## config.mk

```make
export PLATFORM = sky130hd
export DESIGN_NAME = pcr_config_regs
export DESIGN_NICKNAME = d
export VERILOG_FILES = /design/src/hw/pll_cfg_pkg.sv /design/src/hw/pcr_lock_detect.sv /design/src/hw/pcr_config_regs.sv
export SDC_FILE = /design/constraint.sdc
export NUM_CORES = 1
export LEC_CHECK = 0
export ABC_AREA = 1
export BUFFER_PORTS_ARGS = -buffer_cell sky130_fd_sc_hd__buf_4
export CAP_MARGIN = 0
export CORE_ASPECT_RATIO = 1.75
export CORE_MARGIN = 4
export CORE_UTILIZATION = 45
export CTS_CLUSTER_DIAMETER = 150
export DETAILED_ROUTE_END_ITERATION = 12
export GPL_TIMING_DRIVEN = 0
export PLACE_DENSITY_LB_ADDON = 0.05
export SLEW_MARGIN = 10
export SYNTH_ARGS = -nofsm -noshare
export SYNTH_HDL_FRONTEND = slang
export SYNTH_HIERARCHICAL = 1
export SYNTH_SLANG_ARGS = --single-unit
export TNS_END_PERCENT = 50
```

## constraint.sdc

```tcl
create_clock -name i_clock -period 2.2 [get_ports i_clock]
set_clock_uncertainty 0.15 [all_clocks]
set_input_delay 0.44 -clock i_clock [delete_from_list [all_inputs] [get_ports i_clock]]
set_output_delay 0.44 -clock i_clock [all_outputs]
set_load 0.02 [all_outputs]
```

## src/hw/pll_cfg_pkg.sv

```systemverilog
// Package: register map, field positions and counts of the synthesizer config bank
package pcr_pkg;
	localparam logic [7:0] ADDR_LD_BLEED_VCO = 8'h27;
	localparam logic [7:0] ADDR_LOCK_COUNT_SELECT     = 8'h28;
	localparam logic [7:0] ADDR_POL_SYNC     = 8'h2a;
	localparam logic [7:0] ADDR_MOD_CTRL     = 8'h2b;
	localparam logic [7:0] ADDR_INT_DIVIDER  = 8'h10;
	localparam logic [7:0] RESET_VALUE       = 8'h00;
	// Field positions
	localparam int POS_GATED_BLEED = 4;
	localparam int POS_BLEED_EN    = 3;
	localparam int POS_OSC_PD      = 2;
	localparam int POS_PBS_LO      = 0;
	localparam int POS_COUNT_LO    = 1;
	localparam int POS_LOSS_EN     = 0;
	localparam int POS_POLARITY    = 5;
	localparam int POS_CS_SYNC     = 3;
	localparam int POS_HALF_LSB    = 5;
	localparam int POS_AUX_MOD     = 4;
	localparam int POS_MASK_RST    = 2;
	localparam int POS_MOD_PD      = 0;
	// Lock counts in comparison cycles
	localparam logic [13:0] COUNT_1024 = 14'h03ff;
	localparam logic [13:0] COUNT_2048 = 14'h07ff;
	localparam logic [13:0] COUNT_4096 = 14'h0fff;
	localparam logic [13:0] COUNT_8192 = 14'h1fff;
	// Reference considered stopped after this many system clocks without an edge
	localparam logic [7:0] REF_STALL_CYCLES = 8'h40;
	// Prescaler bias codes
	localparam logic [1:0] PBS_PLUS10  = 2'h0;
	localparam logic [1:0] PBS_NOMINAL = 2'h1;
	localparam logic [1:0] PBS_MINUS10 = 2'h2;
	localparam logic [1:0] PBS_MINUS20 = 2'h3;

	typedef struct packed {
		logic       bleed_current_enable;
		logic       gated_bleed_enable;
		logic       bleed_polarity;
		logic       oscillator_power_down;
		logic [1:0] prescaler_bias_select;
		logic       modulator_power_down;
		logic       aux_modulator_enable;
		logic       half_lsb_add;
	} pcr_analog_t;

	typedef enum logic [1:0] {
		PCR_BIAS_PLUS10,
		PCR_BIAS_NOMINAL,
		PCR_BIAS_MINUS10,
		PCR_BIAS_MINUS20
	} pcr_bias_t;
endpackage

```

## src/hw/pcr_lock_detect.sv

```systemverilog
// Digital lock detect counter with loss-of-lock monitoring
`timescale 1ns/1ps
module pcr_lock_detect (
	input  wire logic        i_clock,
	input  wire logic        i_arst_n,
	input  wire logic        i_enable,
	input  wire logic        i_pfd_cycle,
	input  wire logic        i_in_window,
	input  wire logic        i_ref_edge,
	input  wire logic [1:0]  i_count_sel,
	input  wire logic        i_loss_enable,
	output logic             o_locked
);
	logic [13:0] count;
	logic [13:0] target;
	logic [7:0]  stall;
	logic        ref_lost;

	always_comb begin
		case (i_count_sel)
			2'h0:    target = pcr_pkg::COUNT_1024;
			2'h1:    target = pcr_pkg::COUNT_2048;
			2'h2:    target = pcr_pkg::COUNT_4096;
			default: target = pcr_pkg::COUNT_8192;
		endcase
	end

	assign ref_lost = i_loss_enable && (stall == pcr_pkg::REF_STALL_CYCLES);

	// Reference-edge watchdog; only runs when monitoring is on
	always_ff @(posedge i_clock or negedge i_arst_n) begin
		if (!i_arst_n) begin
			stall <= 8'h00;
		end else if (i_enable) begin
			if (i_ref_edge || !i_loss_enable) begin
				stall <= 8'h00;
			end else if (stall != pcr_pkg::REF_STALL_CYCLES) begin
				stall <= stall + 8'h01;
			end
		end
	end

	always_ff @(posedge i_clock or negedge i_arst_n) begin
		if (!i_arst_n) begin
			count    <= 14'h0000;
			o_locked <= 1'b0;
		end else if (i_enable) begin
			if (ref_lost) begin
				count    <= 14'h0000;
				o_locked <= 1'b0;
			end else if (i_pfd_cycle) begin
				if (!i_in_window) begin
					count    <= 14'h0000;
					o_locked <= 1'b0;
				end else if (count >= target) begin
					o_locked <= 1'b1;
				end else begin
					count <= count + 14'h0001;
				end
			end
		end
	end

	a_lock_needs_cycle: assert property (@(posedge i_clock) disable iff (!i_arst_n)
		$rose(o_locked) |-> $past(i_pfd_cycle) && $past(i_in_window))
		else $error("lock rose without an in-window cycle");
	a_miss_drops_lock: assert property (@(posedge i_clock) disable iff (!i_arst_n)
		i_enable && i_pfd_cycle && !i_in_window |=> !o_locked && count == 14'h0000)
		else $error("lock survived an out-of-window cycle");
endmodule

```

## src/hw/pcr_config_regs.sv

```systemverilog
// Synthesizer configuration bank: bleed, prescaler, modulator and lock detect controls
//
// Function
// - Lock rises only after 1024/2048/4096/8192 consecutive in-window comparisons.
// - Loss-of-lock enabled: lock drops when reference stops toggling.
// - Bit 3 of lock-detect register enables bleed current.
// - Two-bit prescaler bias: +10%, nominal, -10%, -20%.
// - Sync register bit 5 chooses bleed polarity, zero negative.
// - Sync register bit 3 aligns chip-select action to reference input.
// - Modulator bit 5 adds half LSB when auxiliary modulator off.
// - Modulator bit 4 enables auxiliary modulator; software matches secondary word.
// - Modulator bit 2 resets mask on integer divider update.
// - Modulator bit 0 powers the modulator down for integer mode.
// - All registers reset to zero; reserved fields written zero; bank stores the full byte, so reserved bits read back as written.
// - Lock-detect register bit 4 enables gated bleed mode.
`timescale 1ns/1ps
module pcr_config_regs (
	input  wire logic                 i_clock,
	input  wire logic                 i_arst_n,
	input  wire logic                 i_clock_en,
	input  wire logic                 i_wr_strobe,
	input  wire logic                 i_rd_strobe,
	input  wire logic [7:0]           i_addr,
	input  wire logic [7:0]           i_wdata,
	input  wire logic                 i_cs_event,
	input  wire logic                 i_ref_in,
	input  wire logic                 i_pfd_cycle,
	input  wire logic                 i_in_window,
	output logic      [7:0]           o_rdata,
	output logic                      o_rvalid,
	output pcr_pkg::pcr_analog_t      o_analog,
	output logic                      o_locked,
	output logic                      o_bleed_active,
	output logic                      o_cs_apply,
	output logic                      o_mask_reset,
	output logic                      o_half_lsb_active
);
	logic [7:0] reg_ld_bleed_vco;
	logic [7:0] reg_lock_count_select;
	logic [7:0] reg_pol_sync;
	logic [7:0] reg_mod_ctrl;
	logic       ref_meta;
	logic       ref_sync;
	logic       ref_prev;
	logic       ref_edge;
	logic       cs_pending;
	logic       locked;
	logic       wr_ok;

	assign wr_ok    = i_clock_en && i_wr_strobe;
	assign ref_edge = ref_sync && !ref_prev;

	////////////////////////////////////////////////////////////////////////////
	// Reference pin synchroniser
	always_ff @(posedge i_clock or negedge i_arst_n) begin
		if (!i_arst_n) begin
			ref_meta <= 1'b0;
			ref_sync <= 1'b0;
			ref_prev <= 1'b0;
		end else if (i_clock_en) begin
			ref_meta <= i_ref_in;
			ref_sync <= ref_meta;
			ref_prev <= ref_sync;
		end
	end

	////////////////////////////////////////////////////////////////////////////
	// Register writes; full byte stored so reserved bits read back
	always_ff @(posedge i_clock or negedge i_arst_n) begin
		if (!i_arst_n) begin
			reg_ld_bleed_vco <= pcr_pkg::RESET_VALUE;
			reg_lock_count_select     <= pcr_pkg::RESET_VALUE;
			reg_pol_sync     <= pcr_pkg::RESET_VALUE;
			reg_mod_ctrl     <= pcr_pkg::RESET_VALUE;
		end else if (wr_ok) begin
			case (i_addr)
				pcr_pkg::ADDR_LD_BLEED_VCO: reg_ld_bleed_vco <= i_wdata;
				pcr_pkg::ADDR_LOCK_COUNT_SELECT:     reg_lock_count_select     <= i_wdata;
				pcr_pkg::ADDR_POL_SYNC:     reg_pol_sync     <= i_wdata;
				pcr_pkg::ADDR_MOD_CTRL:     reg_mod_ctrl     <= i_wdata;
				default: ;
			endcase
		end
	end

	////////////////////////////////////////////////////////////////////////////
	// Readback; unmapped addresses read zero
	always_ff @(posedge i_clock or negedge i_arst_n) begin
		if (!i_arst_n) begin
			o_rdata  <= 8'h00;
			o_rvalid <= 1'b0;
		end else if (i_clock_en) begin
			o_rvalid <= i_rd_strobe;
			if (i_rd_strobe) begin
				case (i_addr)
					pcr_pkg::ADDR_LD_BLEED_VCO: o_rdata <= reg_ld_bleed_vco;
					pcr_pkg::ADDR_LOCK_COUNT_SELECT:     o_rdata <= reg_lock_count_select;
					pcr_pkg::ADDR_POL_SYNC:     o_rdata <= reg_pol_sync;
					pcr_pkg::ADDR_MOD_CTRL:     o_rdata <= reg_mod_ctrl;
					default:                    o_rdata <= 8'h00;
				endcase
			end
		end
	end

	////////////////////////////////////////////////////////////////////////////
	// Analog control outputs, registered
	always_ff @(posedge i_clock or negedge i_arst_n) begin
		if (!i_arst_n) begin
			o_analog          <= '0;
			o_bleed_active    <= 1'b0;
			o_half_lsb_active <= 1'b0;
		end else if (i_clock_en) begin
			o_analog.bleed_current_enable  <= reg_ld_bleed_vco[pcr_pkg::POS_BLEED_EN];
			o_analog.gated_bleed_enable    <= reg_ld_bleed_vco[pcr_pkg::POS_GATED_BLEED];
			o_analog.oscillator_power_down <= reg_ld_bleed_vco[pcr_pkg::POS_OSC_PD];
			o_analog.prescaler_bias_select <=
				reg_ld_bleed_vco[pcr_pkg::POS_PBS_LO +: 2];
			o_analog.bleed_polarity        <= reg_pol_sync[pcr_pkg::POS_POLARITY];
			o_analog.modulator_power_down  <= reg_mod_ctrl[pcr_pkg::POS_MOD_PD];
			o_analog.aux_modulator_enable  <= reg_mod_ctrl[pcr_pkg::POS_AUX_MOD];
			o_analog.half_lsb_add          <= reg_mod_ctrl[pcr_pkg::POS_HALF_LSB];
			// Gated mode only passes bleed while locked; relies on lock detect being on
			o_bleed_active <= reg_ld_bleed_vco[pcr_pkg::POS_BLEED_EN]
				&& (!reg_ld_bleed_vco[pcr_pkg::POS_GATED_BLEED] || locked);
			o_half_lsb_active <= reg_mod_ctrl[pcr_pkg::POS_HALF_LSB]
				&& !reg_mod_ctrl[pcr_pkg::POS_AUX_MOD];
		end
	end

	////////////////////////////////////////////////////////////////////////////
	// Chip-select action, optionally held until a reference rising edge
	always_ff @(posedge i_clock or negedge i_arst_n) begin
		if (!i_arst_n) begin
			cs_pending <= 1'b0;
			o_cs_apply <= 1'b0;
		end else if (i_clock_en) begin
			if (reg_pol_sync[pcr_pkg::POS_CS_SYNC]) begin
				o_cs_apply <= (cs_pending || i_cs_event) && ref_edge;
				if (ref_edge) begin
					cs_pending <= 1'b0;
				end else if (i_cs_event) begin
					cs_pending <= 1'b1;
				end
			end else begin
				o_cs_apply <= i_cs_event;
				cs_pending <= 1'b0;
			end
		end
	end

	////////////////////////////////////////////////////////////////////////////
	// Mask reset pulse on integer divider write
	always_ff @(posedge i_clock or negedge i_arst_n) begin
		if (!i_arst_n) begin
			o_mask_reset <= 1'b0;
		end else if (i_clock_en) begin
			o_mask_reset <= i_wr_strobe && (i_addr == pcr_pkg::ADDR_INT_DIVIDER)
				&& reg_mod_ctrl[pcr_pkg::POS_MASK_RST];
		end
	end

	////////////////////////////////////////////////////////////////////////////
	pcr_lock_detect u_lock (
		.i_clock       (i_clock),
		.i_arst_n      (i_arst_n),
		.i_enable      (i_clock_en),
		.i_pfd_cycle   (i_pfd_cycle),
		.i_in_window   (i_in_window),
		.i_ref_edge    (ref_edge),
		.i_count_sel   (reg_lock_count_select[pcr_pkg::POS_COUNT_LO +: 2]),
		.i_loss_enable (reg_lock_count_select[pcr_pkg::POS_LOSS_EN]),
		.o_locked      (locked)
	);

	always_ff @(posedge i_clock or negedge i_arst_n) begin
		if (!i_arst_n) begin
			o_locked <= 1'b0;
		end else if (i_clock_en) begin
			o_locked <= locked;
		end
	end

	////////////////////////////////////////////////////////////////////////////
	a_write_readback: assert property (@(posedge i_clock) disable iff (!i_arst_n)
		wr_ok && i_addr == pcr_pkg::ADDR_MOD_CTRL ##1 i_clock_en && i_rd_strobe
		&& !i_wr_strobe && i_addr == pcr_pkg::ADDR_MOD_CTRL
		|=> o_rdata == $past(i_wdata, 2))
		else $error("readback differs from write");
	a_mask_reset_gate: assert property (@(posedge i_clock) disable iff (!i_arst_n)
		o_mask_reset |-> $past(reg_mod_ctrl[pcr_pkg::POS_MASK_RST]))
		else $error("mask reset while disabled");
	a_half_lsb_gate: assert property (@(posedge i_clock) disable iff (!i_arst_n)
		o_half_lsb_active |-> $past(!reg_mod_ctrl[pcr_pkg::POS_AUX_MOD]))
		else $error("half lsb with aux modulator on");
	a_bleed_follows: assert property (@(posedge i_clock) disable iff (!i_arst_n)
		i_clock_en |=> o_analog.bleed_current_enable
		== $past(reg_ld_bleed_vco[pcr_pkg::POS_BLEED_EN]))
		else $error("bleed enable not following register");
	a_cs_sync_hold: assert property (@(posedge i_clock) disable iff (!i_arst_n)
		o_cs_apply && $past(reg_pol_sync[pcr_pkg::POS_CS_SYNC]) |-> $past(ref_edge))
		else $error("chip select applied off reference edge");
	a_reset_zero: assert property (@(posedge i_clock)
		!i_arst_n |-> reg_mod_ctrl == 8'h00 && reg_lock_count_select == 8'h00)
		else $error("register not zero in reset");
	a_pd_follows: assert property (@(posedge i_clock) disable iff (!i_arst_n)
		i_clock_en |=> o_analog.modulator_power_down
		== $past(reg_mod_ctrl[pcr_pkg::POS_MOD_PD]))
		else $error("modulator power-down not following");
	a_polarity_follows: assert property (@(posedge i_clock) disable iff (!i_arst_n)
		i_clock_en |=> o_analog.bleed_polarity
		== $past(reg_pol_sync[pcr_pkg::POS_POLARITY]))
		else $error("polarity not following");
endmodule

```

==> summary.md <==
| Metric | Value |
|---|---|
| Max Buffers Root-to-Sink | 2 |
| Comb pwr share | 8.9% |
| Netlist Area Pre-Place | 4458 sq um |
| Setup Crit Path Kind | flip-flop to flip-flop |
| Final setup TNS | 0 ns |
| # Max-Cap Violations | 0 |
| Post-DP HPWL | 8827 um |
| Final net count | 627 |
| Worst setup EP type | flip-flop |
| Die height | between 100 and 150 um |
| Root buffer cell | clkbuf_16 |
| Detailed Route Iter0 Violations | 121 |
| Largest net degree at the start of global routing | 83 |
| Antenna violations before repair | 0 |
| Rel. slew slack | 28.65% |
| Post-synth top area share | 46.03% |
| Required @ worst endpoint | 2.28 ns |
| I/O pin cnt | 48 |
| Mapped Cells | 537 |
| Synth area leader | dfrtp_1 |
| Pre-antenna DRT Iters | 4 |
| Clock power frac | 42.9% |
| Endpoints failing setup | 0 |
| Grt ovf | 0 |
| Status | finished clean |
| Tightest Pin Transition | 1.070 ns |
| Synthesized flop and latch total | 82 |
| R2R depth | 10 |
| Clk sink count | 82 |
| Synth Flop Type | dfrtp_1 |
| CTS tree | built |
| RSZ-0062 raised after global routing | false |
| Routed wire length | 11740 um |
| Final Slew Violations | 0 |
| Mean number of vias per cell | between 5 and 6 |
| Reg clk slew, reported paths | 0.06 ns |
| Seq/Total Area, Yosys | approximately 46% |
| Cts hold-fix bufs | 0 |
| Period utilisation layout | 90.97% |
| Row cnt | 47 |
| Average wire per cell in the routed design | 16.26 um |
| Antenna cells | 0 |
| DRC violations left | 0 |
| Via count | 3805 |
| Sw power | 810.3 uW |
| Setup crit start kind | flip-flop |
| Clk_lat worst skew | 0.33 ns |
| Crit path time final | 2.001 ns |
| Total Power | 3.280 mW |
| WP data arrival | 2.08 ns |
| Die Width | 83.24 um |
| Int Pwr | 2.470 mW |
| Hold Vio Cnt, Final | 0 |
| Core Box Area | between 9000 and 10000 sq um |
| CP Max Fanout | 10 |
| Ys Warns | 6 |
| Unique cell type count in the Yosys netlist | 36 |
| H-tree lvl count | 3 |
| Syn avg cell area | a little over 8 sq um |
| Top post-synthesis cells by area | dfrtp_1, nand2_1, nand3_1 |
| GP Congestion | between 0.8 and 0.9 |
| Full die area | 11630 sq um |
| Asr flop ratio synth | 100.0% |
| Vias in the first global route | around 3800 |
| Total GRT Usage | 21.07% |
| Global-route wire length before repair | 19450 um |
| CTS buffer count | 9 |
| Number of flops mapped to enable cells by yosys | 0 |
| Pwr/cell area | 624.1 nW/um^2 |
| Most numerous cell in the Yosys netlist | nand2_1 |
| Max Fclk | ~500 MHz |
| Static Leak | 2.840 nW |
| Initial Util | 46.51% |
| Antenna viol nets, final | 0 |
| Hold WC Path Type | input pin to async pin |
| VDD IR-drop max | 0.3951 mV |
| Synth Net Count | 568 |
| Share of layout cells above drive strength 1 | between 20% and 30% |
| IO buf count | 47 |
| Top post-synthesis cells by count | nand2_1, dfrtp_1, nand3_1 |
| Reg power frac | 48.1% |
| Switching Share | 24.70% |
| Area Overhead vs Synth | 17.91% |
[cells in the final DEF, fill, tap and decap left out, types with 4 or more instances in the layout]
cell type  count
nand2_1      159
a21oi_1       10
nand2_2        4
o21ai_1       10
buf_4         48
nand3_2       10
nand3_1       55
o21ai_0       44
nand2_4        7
nor3_1         4
nor2_1        35
inv_1         43
buf_6          6
nor2_4         4
nor2_8         6
nand4_1        9
ha_1           6
xor2_1         6
mux2_2         5
o22ai_1        4
inv_2          5
dfrtp_1       82
clkbuf_1       6
clkbuf_16      9
[timing repair]
| action | 4_1_cts | 5_1_grt |
|---|---|---|
| endpoints found under the setup margin | 0 | 1 |
| buffers inserted | 0 | 1 |
| resized for setup | 0 | 0 |
[per-stage QoR]
| stage | instance area [sq um] | utilization (%) | cells | hold WS, ns | setup WS (ns) |
|---|---|---|---|---|---|
| after floorplan | 4458 | - | 537 | -0.005591 | 0.4217 |
| after global placement | 4964 | 51.78 | 706 | 0.3150 | 0.2248 |
| after detailed placement | 4964 | 51.78 | 706 | 0.3219 | 0.1959 |
| after CTS | 5236 | 54.63 | 721 | 0.1818 | 0.1804 |
| after global routing | 5256 | 54.84 | 722 | 0.1947 | 0.01742 |
| final | 5256 | 54.84 | 722 | 0.1180 | 0.1987 |
[sequential cells by signal, summed over array words and instances (netlist names)]
register and flops:
cs_pending 1, o_analog 9, o_bleed_active 1, o_cs_apply 1
o_half_lsb_active 1, o_locked 1, o_mask_reset 1, o_rdata 8
o_rvalid 1, ref_meta 1, ref_prev 1, ref_sync 1
reg_ld_bleed_vco 8, reg_lock_count_select 8, reg_mod_ctrl 8, reg_pol_sync 8
u_lock/count 14, u_lock/o_locked 1, u_lock/stall 8
[final cells by class]
| class | instances | area (sq um) |
|---|---|---|
| tap | 122 | 152.6 |
| buffer | 15 | 125.1 |
| clock inverter | 2 | 12.51 |
| inverter | 50 | 192.7 |
| fill | 949 | 4329 |
| sequential | 82 | 2052 |
| clock buffer | 13 | 260.3 |
| multi-input combinational | 390 | 2088 |
| timing repair buffer | 48 | 372.9 |
[routing by layer]
layer / track usage (%) / routed length (um) / vias up / part of all wire [%]
met5: 0 / 0 / - / 0
met2: 39.42 / 6609 / 80 / 56
li1: - / - / 1871 / -
met1: 23.63 / 4520 / 1834 / 39
met4: 8.183 / 277 / 0 / 2.4
met3: 3.134 / 330 / 20 / 2.8
[power groups by stage]
| stage | combinational, mW | sequential [mW] | clock, mW |
|---|---|---|---|
| after CTS | 0.295 | 1.58 | 1.43 |
| after floorplan | 0.142 | 1.61 | 0 |
| after global placement | 0.289 | 1.61 | 0 |
| final | 0.293 | 1.58 | 1.41 |
| after detailed placement | 0.294 | 1.61 | 0 |
| after global routing | 0.324 | 1.58 | 1.50 |
[path summary, 6_finish.rpt]
check | startpoint | to | slack [ns]
max | u_lock/stall[0] | u_lock/count[2] | 0.20
min | i_arst_n | o_analog[8] | 0.12
max reg2reg | u_lock/stall[0] | u_lock/count[2] | 0.20
min reg2reg | o_rdata[4] | o_rdata[4] | 0.34
max in group asynchronous | i_arst_n | u_lock/count[7] | 1.06
min in group i_clock | i_ref_in | ref_meta | 0.19
[critical path, cell delays in order (launching register included)]
cell,delay (ns)
dfrtp_1,0.39
inv_1,0.11
ha_1,0.19
inv_1,0.05
nor2_1,0.12
nand3_2,0.13
nand2_2,0.14
nand3_1,0.23
buf_6,0.24
nand3_1,0.08
nand2_1,0.06
[logic make-up after synthesis]
group / share of synthesized area (%)
XOR/XNOR: 1.375
buffers and inverters: 7.128
AO/OA/AOI/OAI: 9.347
multiplexers: 1.263
adder cells (fa/ha/maj): 1.684
flip-flops: 46.03
AND/OR/NAND/NOR: 33.17
(Power assumes the default switching activity.)
